$ cat src/shared/dac_io_pkg.sv
// dac_io_pkg: constants, field positions and the decode helper for the
// converter i/o bus interface and its buffer bank.
// assumes a single pclk domain and a 32-bit apb slave for local settings.
package dac_io_pkg;

    // apb register map, byte addresses
    localparam logic [7:0]  OFF_DEV_ADDR   = 8'h00;   // device address, rw
    localparam logic [7:0]  OFF_STATUS     = 8'h04;   // block state, ro
    localparam int          APB_ADDR_W     = 8;       // decoded address bits

    // reset values
    localparam logic [5:0]  DEV_ADDR_RST   = 6'h28;   // octal 050
    localparam logic [2:0]  SEL_CODE_RST   = 3'h0;    // converter 0
    localparam logic [7:0]  EXT_CTRL_RST_N = 8'hff;   // all released

    // i/o bus fields
    localparam int          BUS_W          = 16;      // data word width
    localparam int          ADDR_LSB       = 0;       // device address lsb
    localparam int          ADDR_W         = 6;       // device address width
    localparam int          FCODE_LSB      = 6;       // function code lsb
    localparam int          FCODE_W        = 3;       // function code width
    localparam int          TAG_EXT_CTRL   = 11;      // external control tag
    localparam int          TAG_SENSE      = 12;      // sense tag
    localparam int          TAG_DATA_OUT   = 14;      // data transfer out tag
    localparam int          TAG_SELECT     = 15;      // converter select tag

    // converter count and line counts
    localparam int          NUM_CONV       = 8;       // converter buffers
    localparam int          NUM_EXT        = 8;       // control outputs
    localparam int          NUM_SENSE      = 8;       // sense inputs

    // status register field positions
    localparam int          ST_SEL_LSB     = 0;       // select code, 3 bits
    localparam int          ST_XFER_OUT    = 3;       // transfer out latch
    localparam int          ST_CONNECTED   = 4;       // connected latch
    localparam int          ST_XFER_EN     = 5;       // transfer enable
    localparam int          ST_XFER_REQ    = 6;       // transfer request
    localparam int          ST_EXT_LSB     = 8;       // control set bits, 8

    // one-of-eight decode, shared by select lines and control outputs
    function automatic logic [7:0] one_hot8(input logic [2:0] code);
        logic [7:0] v;
        v = 8'h00;
        v[code] = 1'b1;
        return v;
    endfunction

endpackage

$ cat src/design/converter_buffer_bank.sv
// converter_buffer_bank: eight converter buffer registers and the
// one-of-eight select lines that steer the data strobe into one of them.
// assumes the strobe is a single-cycle pulse already qualified upstream.
`timescale 1ns/1ps
module converter_buffer_bank #(
    parameter int DATA_W = 16,
    parameter int NUM    = 8
) (
    // clock and reset
    input  wire logic                  pclk,
    input  wire logic                  presetn,
    // load control
    input  wire logic [2:0]            sel_code,
    input  wire logic                  load_pulse,
    input  wire logic                  gate_en,
    input  wire logic [DATA_W-1:0]     data_in,
    // converter side
    output logic [NUM-1:0]             select_lines,
    output logic [NUM*DATA_W-1:0]      buffer_data
);

    // all state of the bank
    typedef struct packed {
        logic [NUM-1:0]        sel;    // registered select lines
        logic [NUM*DATA_W-1:0] buf_q;  // converter buffers
    } bank_state_t;

    bank_state_t state_r;   // registered state
    bank_state_t state_nxt; // next state

    // decode select and strobe the chosen buffer
    always_comb
    begin
        state_nxt = state_r;
        // the line stays up until another code arrives
        state_nxt.sel = dac_io_pkg::one_hot8(sel_code);
        // the strobe gate needs its second input: latch or enable
        if (load_pulse && gate_en)
        begin
            for (int i = 0; i < NUM; i++)
            begin
                if (state_r.sel[i])
                begin
                    state_nxt.buf_q[i*DATA_W +: DATA_W] = data_in;
                end
            end
        end
    end

    // state register
    always_ff @(posedge pclk or negedge presetn)
    begin
        if (!presetn)
        begin
            state_r <= '0;
        end
        else
        begin
            state_r <= state_nxt;
        end
    end

    assign select_lines = state_r.sel;
    assign buffer_data  = state_r.buf_q;

endmodule // converter_buffer_bank

$ cat src/design/converter_io_bus_interface.sv
// converter_io_bus_interface: i/o bus side of a master converter module.
// holds device decode, select code, transfer latches, controller
// handshake, external control flip-flops, sense mux and an apb slave.
// assumes every input is synchronous to pclk and strobes last >= 1 cycle.
`timescale 1ns/1ps
module converter_io_bus_interface #(
    parameter int DATA_W = 16,
    parameter int NUM    = 8
) (
    // clock and reset
    input  wire logic                  pclk,
    input  wire logic                  presetn,
    // apb slave
    input  wire logic                  psel,
    input  wire logic                  penable,
    input  wire logic                  pwrite,
    input  wire logic [31:0]           paddr,
    input  wire logic [31:0]           pwdata,
    output logic [31:0]                prdata,
    output logic                       pready,
    output logic                       pslverr,
    // computer i/o bus
    input  wire logic [DATA_W-1:0]     io_bus,
    input  wire logic                  function_ready_strobe,
    input  wire logic                  data_ready_strobe,
    output logic                       sense_reply,
    // block transfer controller
    input  wire logic                  module_connect_enable,
    input  wire logic                  controller_connect_request,
    input  wire logic                  transfer_acknowledge,
    input  wire logic                  controller_disconnect,
    input  wire logic                  device_ready,
    output logic                       connected_acknowledge,
    output logic                       transfer_direction,
    output logic                       transfer_request,
    // external control and sense lines
    input  wire logic [NUM-1:0]        ext_ctrl_clear,
    input  wire logic [NUM-1:0]        sense_input_n,
    output logic [NUM-1:0]             external_control_output_n,
    // converter side
    output logic [NUM-1:0]             converter_select,
    output logic [NUM*DATA_W-1:0]      converter_data
);

    // all state of the interface
    typedef struct packed {
        logic                  fr_d;       // strobe level, last cycle
        logic                  dr_d;       // strobe level, last cycle
        logic [5:0]            dev_addr;   // address this module answers
        logic [2:0]            sel_code;   // converter select code
        logic                  xfer_out;   // transfer out latch
        logic                  connected;  // connected latch
        logic                  xfer_en;    // transfer enable
        logic                  xfer_req;   // request to controller
        logic [NUM-1:0]        ext_n;      // control outputs, low = set
        logic                  sense;      // sense answer to computer
        logic                  pready;     // apb answer
        logic                  pslverr;    // apb error
        logic [31:0]           prdata;     // apb read data
        logic                  load;       // one-cycle data strobe
        logic                  gate;       // strobe gate second input
        logic [DATA_W-1:0]     data_q;     // data word at the strobe
    } io_state_t;

    io_state_t state_r;    // registered state
    io_state_t state_nxt;  // next state

    // decoded bus terms, combinational
    logic                 addr_match;   // device address on the bus
    logic                 fr_rise;      // function strobe leading edge
    logic                 dr_rise;      // data strobe leading edge
    logic                 func_sel;     // qualified function select
    logic [2:0]           fcode;        // function code field
    logic [NUM-1:0]       fcode_hot;    // decoded function code
    logic                 apb_setup;    // access phase, not answered
    logic                 apb_done;     // access completes this edge
    logic [7:0]           apb_off;      // decoded byte offset
    logic                 apb_hit;      // mapped offset
    logic [31:0]          status_word;  // status register view

    // bus field decode; edges keep one action per strobe
    always_comb
    begin
        addr_match = (io_bus[dac_io_pkg::ADDR_LSB +: dac_io_pkg::ADDR_W]
                      == state_r.dev_addr);
        fr_rise    = function_ready_strobe && !state_r.fr_d;
        dr_rise    = data_ready_strobe && !state_r.dr_d;
        func_sel   = fr_rise && addr_match;
        fcode      = io_bus[dac_io_pkg::FCODE_LSB +: dac_io_pkg::FCODE_W];
        fcode_hot  = dac_io_pkg::one_hot8(fcode);
    end

    // apb decode; only the low byte of the address is decoded
    always_comb
    begin
        apb_off   = paddr[7:0];
        apb_setup = psel && penable && !state_r.pready;
        apb_done  = psel && penable && state_r.pready;
        apb_hit   = (apb_off == dac_io_pkg::OFF_DEV_ADDR) ||
                    (apb_off == dac_io_pkg::OFF_STATUS);
        status_word = 32'h0000_0000;
        status_word[dac_io_pkg::ST_SEL_LSB +: 3]  = state_r.sel_code;
        status_word[dac_io_pkg::ST_XFER_OUT]      = state_r.xfer_out;
        status_word[dac_io_pkg::ST_CONNECTED]     = state_r.connected;
        status_word[dac_io_pkg::ST_XFER_EN]       = state_r.xfer_en;
        status_word[dac_io_pkg::ST_XFER_REQ]      = state_r.xfer_req;
        status_word[dac_io_pkg::ST_EXT_LSB +: 8]  = ~state_r.ext_n;
    end

    // next-state logic for the whole interface
    always_comb
    begin
        state_nxt      = state_r;
        state_nxt.fr_d = function_ready_strobe;
        state_nxt.dr_d = data_ready_strobe;

        // select stage: code held until the next select instruction
        if (func_sel && io_bus[dac_io_pkg::TAG_SELECT])
        begin
            state_nxt.sel_code = fcode;
        end

        // program transfer: the data strobe consumes the latch
        if (dr_rise)
        begin
            state_nxt.xfer_out = 1'b0;
        end
        // a set in the same cycle as the clear wins
        if (func_sel && io_bus[dac_io_pkg::TAG_DATA_OUT])
        begin
            state_nxt.xfer_out = 1'b1;
        end

        // controller connection: disconnect ends the block
        if (controller_disconnect)
        begin
            state_nxt.connected = 1'b0;
        end
        // connect held even after the controller drops its request
        if (module_connect_enable && controller_connect_request)
        begin
            state_nxt.connected = 1'b1;
        end

        // transfer enable lasts from acknowledge to the data strobe
        if (dr_rise || !state_nxt.connected)
        begin
            state_nxt.xfer_en = 1'b0;
        end
        if (transfer_acknowledge && state_nxt.connected)
        begin
            state_nxt.xfer_en = 1'b1;
        end

        // request follows device ready while connected, masked while transfer enable is set
        state_nxt.xfer_req = state_nxt.connected && device_ready &&
                             !state_nxt.xfer_en;

        // control flip-flops: hardware clear, instruction set only
        for (int i = 0; i < NUM; i++)
        begin
            if (ext_ctrl_clear[i])
            begin
                state_nxt.ext_n[i] = 1'b1;
            end
        end
        // tag read only on the address strobe, set wins a clash
        if (func_sel && io_bus[dac_io_pkg::TAG_EXT_CTRL])
        begin
            state_nxt.ext_n = state_nxt.ext_n & ~fcode_hot;
        end

        // sense answer stands while the address strobe stays up
        state_nxt.sense = function_ready_strobe && addr_match &&
                          io_bus[dac_io_pkg::TAG_SENSE] &&
                          !sense_input_n[fcode];

        // data word captured on the strobe edge, word is on the bus
        state_nxt.load   = dr_rise;
        state_nxt.gate   = state_r.xfer_out || state_r.xfer_en;
        state_nxt.data_q = io_bus;

        // apb: one wait state, then the answer for one cycle
        state_nxt.pready  = apb_setup;
        state_nxt.pslverr = apb_setup && !apb_hit;
        state_nxt.prdata  = 32'h0000_0000;
        if (apb_setup && !pwrite)
        begin
            if (apb_off == dac_io_pkg::OFF_DEV_ADDR)
            begin
                state_nxt.prdata = {26'h0000000, state_r.dev_addr};
            end
            else if (apb_off == dac_io_pkg::OFF_STATUS)
            begin
                state_nxt.prdata = status_word;
            end
            else
            begin
                state_nxt.prdata = 32'h0000_0000; // unmapped reads zero
            end
        end
        // hold read data through the answer cycle
        if (state_r.pready && psel && penable)
        begin
            state_nxt.prdata = state_r.prdata;
        end
        // writes land on the edge where pready is sampled
        if (apb_done && pwrite && (apb_off == dac_io_pkg::OFF_DEV_ADDR))
        begin
            state_nxt.dev_addr = pwdata[5:0];
        end
        // the answer is a single cycle
        if (state_r.pready)
        begin
            state_nxt.pready  = 1'b0;
            state_nxt.pslverr = 1'b0;
        end
    end

    // state register; reset clears latches, code and controls
    always_ff @(posedge pclk or negedge presetn)
    begin
        if (!presetn)
        begin
            state_r           <= '0;
            state_r.dev_addr  <= dac_io_pkg::DEV_ADDR_RST;
            state_r.sel_code  <= dac_io_pkg::SEL_CODE_RST;
            state_r.ext_n     <= dac_io_pkg::EXT_CTRL_RST_N;
        end
        else
        begin
            state_r <= state_nxt;
        end
    end

    // buffer bank; the strobe lags the bus edge by one cycle, which
    // costs nothing because the data word is already captured
    converter_buffer_bank #(
        .DATA_W (DATA_W),
        .NUM    (NUM)
    ) u_bank (
        .pclk         (pclk),
        .presetn      (presetn),
        .sel_code     (state_r.sel_code),
        .load_pulse   (state_r.load),
        .gate_en      (state_r.gate),
        .data_in      (state_r.data_q),
        .select_lines (converter_select),
        .buffer_data  (converter_data)
    );

    // outputs straight from the state register
    assign prdata                    = state_r.prdata;
    assign pready                    = state_r.pready;
    assign pslverr                   = state_r.pslverr;
    assign sense_reply               = state_r.sense;
    assign connected_acknowledge     = state_r.connected;
    assign transfer_direction        = state_r.connected;
    assign transfer_request          = state_r.xfer_req;
    // every control output reaches a pin, one may feed connect enable
    assign external_control_output_n = state_r.ext_n;

endmodule // converter_io_bus_interface

$ cat config.mk
export PLATFORM = sky130hd
export DESIGN_NAME = converter_io_bus_interface
export DESIGN_NICKNAME = d
export VERILOG_FILES = /design/src/shared/dac_io_pkg.sv /design/src/design/converter_buffer_bank.sv /design/src/design/converter_io_bus_interface.sv
export SDC_FILE = /design/constraint.sdc
export NUM_CORES = 1
export LEC_CHECK = 0
export BUFFER_PORTS_ARGS = -buffer_cell sky130_fd_sc_hd__buf_2
export CAP_MARGIN = 5
export CORE_MARGIN = 5
export CORE_UTILIZATION = 49
export DETAILED_ROUTE_END_ITERATION = 6
export PLACE_DENSITY = 0.85
export SLEW_MARGIN = 30
export SYNTH_ARGS = -nofsm -noshare
export SYNTH_HDL_FRONTEND = slang
export SYNTH_SLANG_ARGS = --single-unit
$ cat constraint.sdc
create_clock -name pclk -period 2.45 [get_ports pclk]
set_input_delay 0.49 -clock pclk [delete_from_list [all_inputs] [get_ports pclk]]
set_output_delay 0.49 -clock pclk [all_outputs]
set_load 0.005 [all_outputs]
==> results.json <==
{
  "max_freq_ghz": 0.544,
  "postSynth.asyncResetShare": 1.00,
  "path_class": "reg2reg",
  "grt_pass1_vias": 5088,
  "ctsHtreeMaxLevel": 4,
  "design.portCount": 290,
  "r2r_cells": 4,
  "timing.critical_path.buf_inv": 0,
  "r2r_end": "state_r[65]",
  "ys.flop_type": "dfrtp_1",
  "rows": 45,
  "seqCellArea_um2": 4890,
  "crit_family": "simple AND/OR/NAND/NOR gates",
  "fin_setup_tns_ns": 0,
  "arrival_ns": 2.14,
  "synth_edf_count": 0,
  "r2r_slack_ns": 0.61,
  "drtAntennaViolNets": 0,
  "numPortBuffers": 222,
  "maxCapViolations": 0,
  "place_hpwl_um": 12700,
  "die_y_um": 134,
  "nets": 842,
  "cts_tree": "built",
  "crit_slowest_cell": "or4_1",
  "min_to": "state_r[9]",
  "worstSetupEndpointType": "register",
  "clk_pin_slew_ns": 0.07,
  "hold_path.class": "in2reg",
  "grt_usage": 0.202,
  "antenna_found_initial": 0,
  "hold_depth": 1,
  "syn_area_per_cell_um2": 14.5,
  "final-hold-violation-count": 0,
  "yosys_warnings": 0,
  "rsz0062_at_grt": "false",
  "clock-root-buffer": "clkbuf_16",
  "ir_worst_vdd_mv": 0.483,
  "clock-sinks": 195,
  "reg2reg_from": "state_r[73]",
  "dieArea_um2": 18000,
  "start_util": 0.499,
  "status": "finished, final reports clean",
  "chipWidth_um": 134,
  "multi_input_area_um2": 2320,
  "worstPathRequired_ns": 2.76,
  "crit_path_max_fanout": 3,
  "yosys.cell_types.count": 35,
  "clock_path_buffers": 2,
  "critPathMaxStageDelay_ns": 0.60,
  "design_area_um2": 9330,
  "ys_seq_area_frac": 0.647,
  "setup_viol": 0,
  "drtPass1Iterations": 4,
  "cts_buffers": 17,
  "drc": 0,
  "finClkSkew_ns": 0.0113,
  "grt_start_max_net_pins": 91,
  "coreArea_um2": 15100,
  "p_leak_nw": 5.18,
  "synth.top_cell.area_share": 0.612,
  "wirelength_um": 17800,
  "period_needed_ns": 1.84,
  "route.vias.total": 4823,
  "syn_inst": 520,
  "yosys_register_bits": 195,
  "drive_gt1_frac": 0.569,
  "routedWlPerCell_um": 19.1,
  "diodes": 0,
  "finalCritPeriodShare": 0.751,
  "cp-start-kind": "register",
  "viasPerCell": 5.16,
  "drt-initial-drc-count": 137,
  "placed_area_um2": 8740,
  "syn_to_final_growth_pct": 23.3,
  "overflow": 0,
  "syn-cell-area_um2": 7560,
  "nFillCells": 1138,
  "path_cells": "xnor2_1, nand4_1, or4_1, mux2_2",
  "synth_area_leader_cell": "dfrtp_1",
  "hold_start": "io_bus[9]",
  "gp_congestion": 0.720,
  "grt_pass1_wl_um": 28100,
  "synthTopCellsByArea": "dfrtp_1, mux2_2, buf_4",
  "power_density_nw_per_um2": 719,
  "slew_viol_final": 0,
  "clk_latency_ns": 0.42
}
## worst register-to-register path: stages (launching register included)
cell and delay [ns]:
dfstp_2 0.56, xnor2_1 0.12, nand4_1 0.16, or4_1 0.60, mux2_2 0.30
## power by group
group          switching, W  leakage [nW]  internal, W
clock               0.00126         0.285      0.00148
combinational      0.000236          2.30     0.000252
sequential         0.000115          2.60      0.00337
total               0.00161          5.18      0.00510
## kinds of logic after synthesis
family,count (synthesis),share of synthesized area
buffers and inverters,67,0.0548
other,1,0.000496
XOR/XNOR,6,0.00695
AND/OR/NAND/NOR,75,0.0508
multiplexers,145,0.215
AO/OA/AOI/OAI,31,0.0256
flip-flops,195,0.647
## per-layer routing
metal,wire [um],up-vias,GRT usage,part of all wire
met4,142,0,0.0447,0.0080
li1,-,2165,-,-
met3,1230,17,0.0604,0.069
met5,0,-,0,0
met1,7540,2463,0.258,0.42
met2,8900,178,0.344,0.50
## registers in the layout, indices dropped and copies added, names as in the netlist
signal and count:
u_bank.buffer_data 128, state_r 31, prdata 15, external_control_output_n 8
u_bank.select_lines 8, connected_acknowledge 1, pready 1, pslverr 1
sense_reply 1, transfer_request 1
## cell usage in the layout, fill, tap and decap left out, types with 2 or more instances in the layout
cell type	instances
a21oi_1	9
and2_1	2
and3_1	4
and3b_1	3
buf_12	2
buf_2	221
buf_4	14
clkbuf_1	2
clkbuf_16	17
clkbuf_8	2
conb_1	17
dfrtp_1	185
dfstp_2	10
inv_1	7
inv_6	3
inv_8	5
mux2_2	137
mux2i_1	8
nand2_1	30
nand2b_1	2
nand3_1	2
nand3b_1	3
nand4_1	2
nor2_1	13
nor3b_1	4
nor4_1	2
o21ai_0	11
o21ai_2	8
or4_1	2
xnor2_1	6
## cells in the mapped netlist, drive strengths merged (6+ instances only)
cell type and count:
clkbuf 17, buf 43, dfstp 10, nand2 30
o21ai 19, nor2 13, mux2i 8, xnor2 6
inv 7, mux2 137, dfrtp 185, a21oi 9
## how the worst max path moves through the flow
| stage | slack (ns) | startpoint | to | cells past startpoint |
|---|---|---|---|---|
| 2_1_floorplan | 0.29 | paddr[6] | prdata[10] | 6 |
| 3_3_place_gp | 0.24 | paddr[6] | prdata[10] | 6 |
| 3_5_place_dp | 0.21 | paddr[6] | prdata[13] | 6 |
| 4_1_cts | 0.58 | state_r[71] | state_r[65] | 4 |
| 5_1_grt | 0.54 | state_r[71] | state_r[65] | 4 |
| 6_report | 0.61 | state_r[73] | state_r[65] | 4 |
## per-stage QoR
| step | instances | setup slack [ns] | power (W) | hold WS, ns | util |
|---|---|---|---|---|---|
| 2_1_floorplan | 536 | 0.291 | 0.00373 | 0.194 | - |
| 3_3_place_gp | 902 | 0.243 | 0.00402 | 0.361 | 0.577 |
| 3_5_place_dp | 902 | 0.208 | 0.00404 | 0.361 | 0.577 |
| 4_1_cts | 935 | 0.584 | 0.00677 | 0.152 | 0.616 |
| 5_1_grt | 935 | 0.539 | 0.00700 | 0.142 | 0.616 |
| 6_report | 935 | 0.611 | 0.00671 | 0.172 | 0.616 |
## area by class of cell
class,instances,area share
clock buffer,20,0.0479
clock inverter,12,0.0144
inverter,7,0.00282
multi-input combinational,274,0.248
sequential,195,0.525
tap,188,0.0252
timing repair buffer,239,0.137
## repair_timing
action | 4_1_cts | 5_1_grt
setup buffers | 0 | 0
hold endpoints to repair | 17 | 0
resized for setup | 0 | 0
hold buffers | 1 | 0
Power figures use the tool's default switching activity.
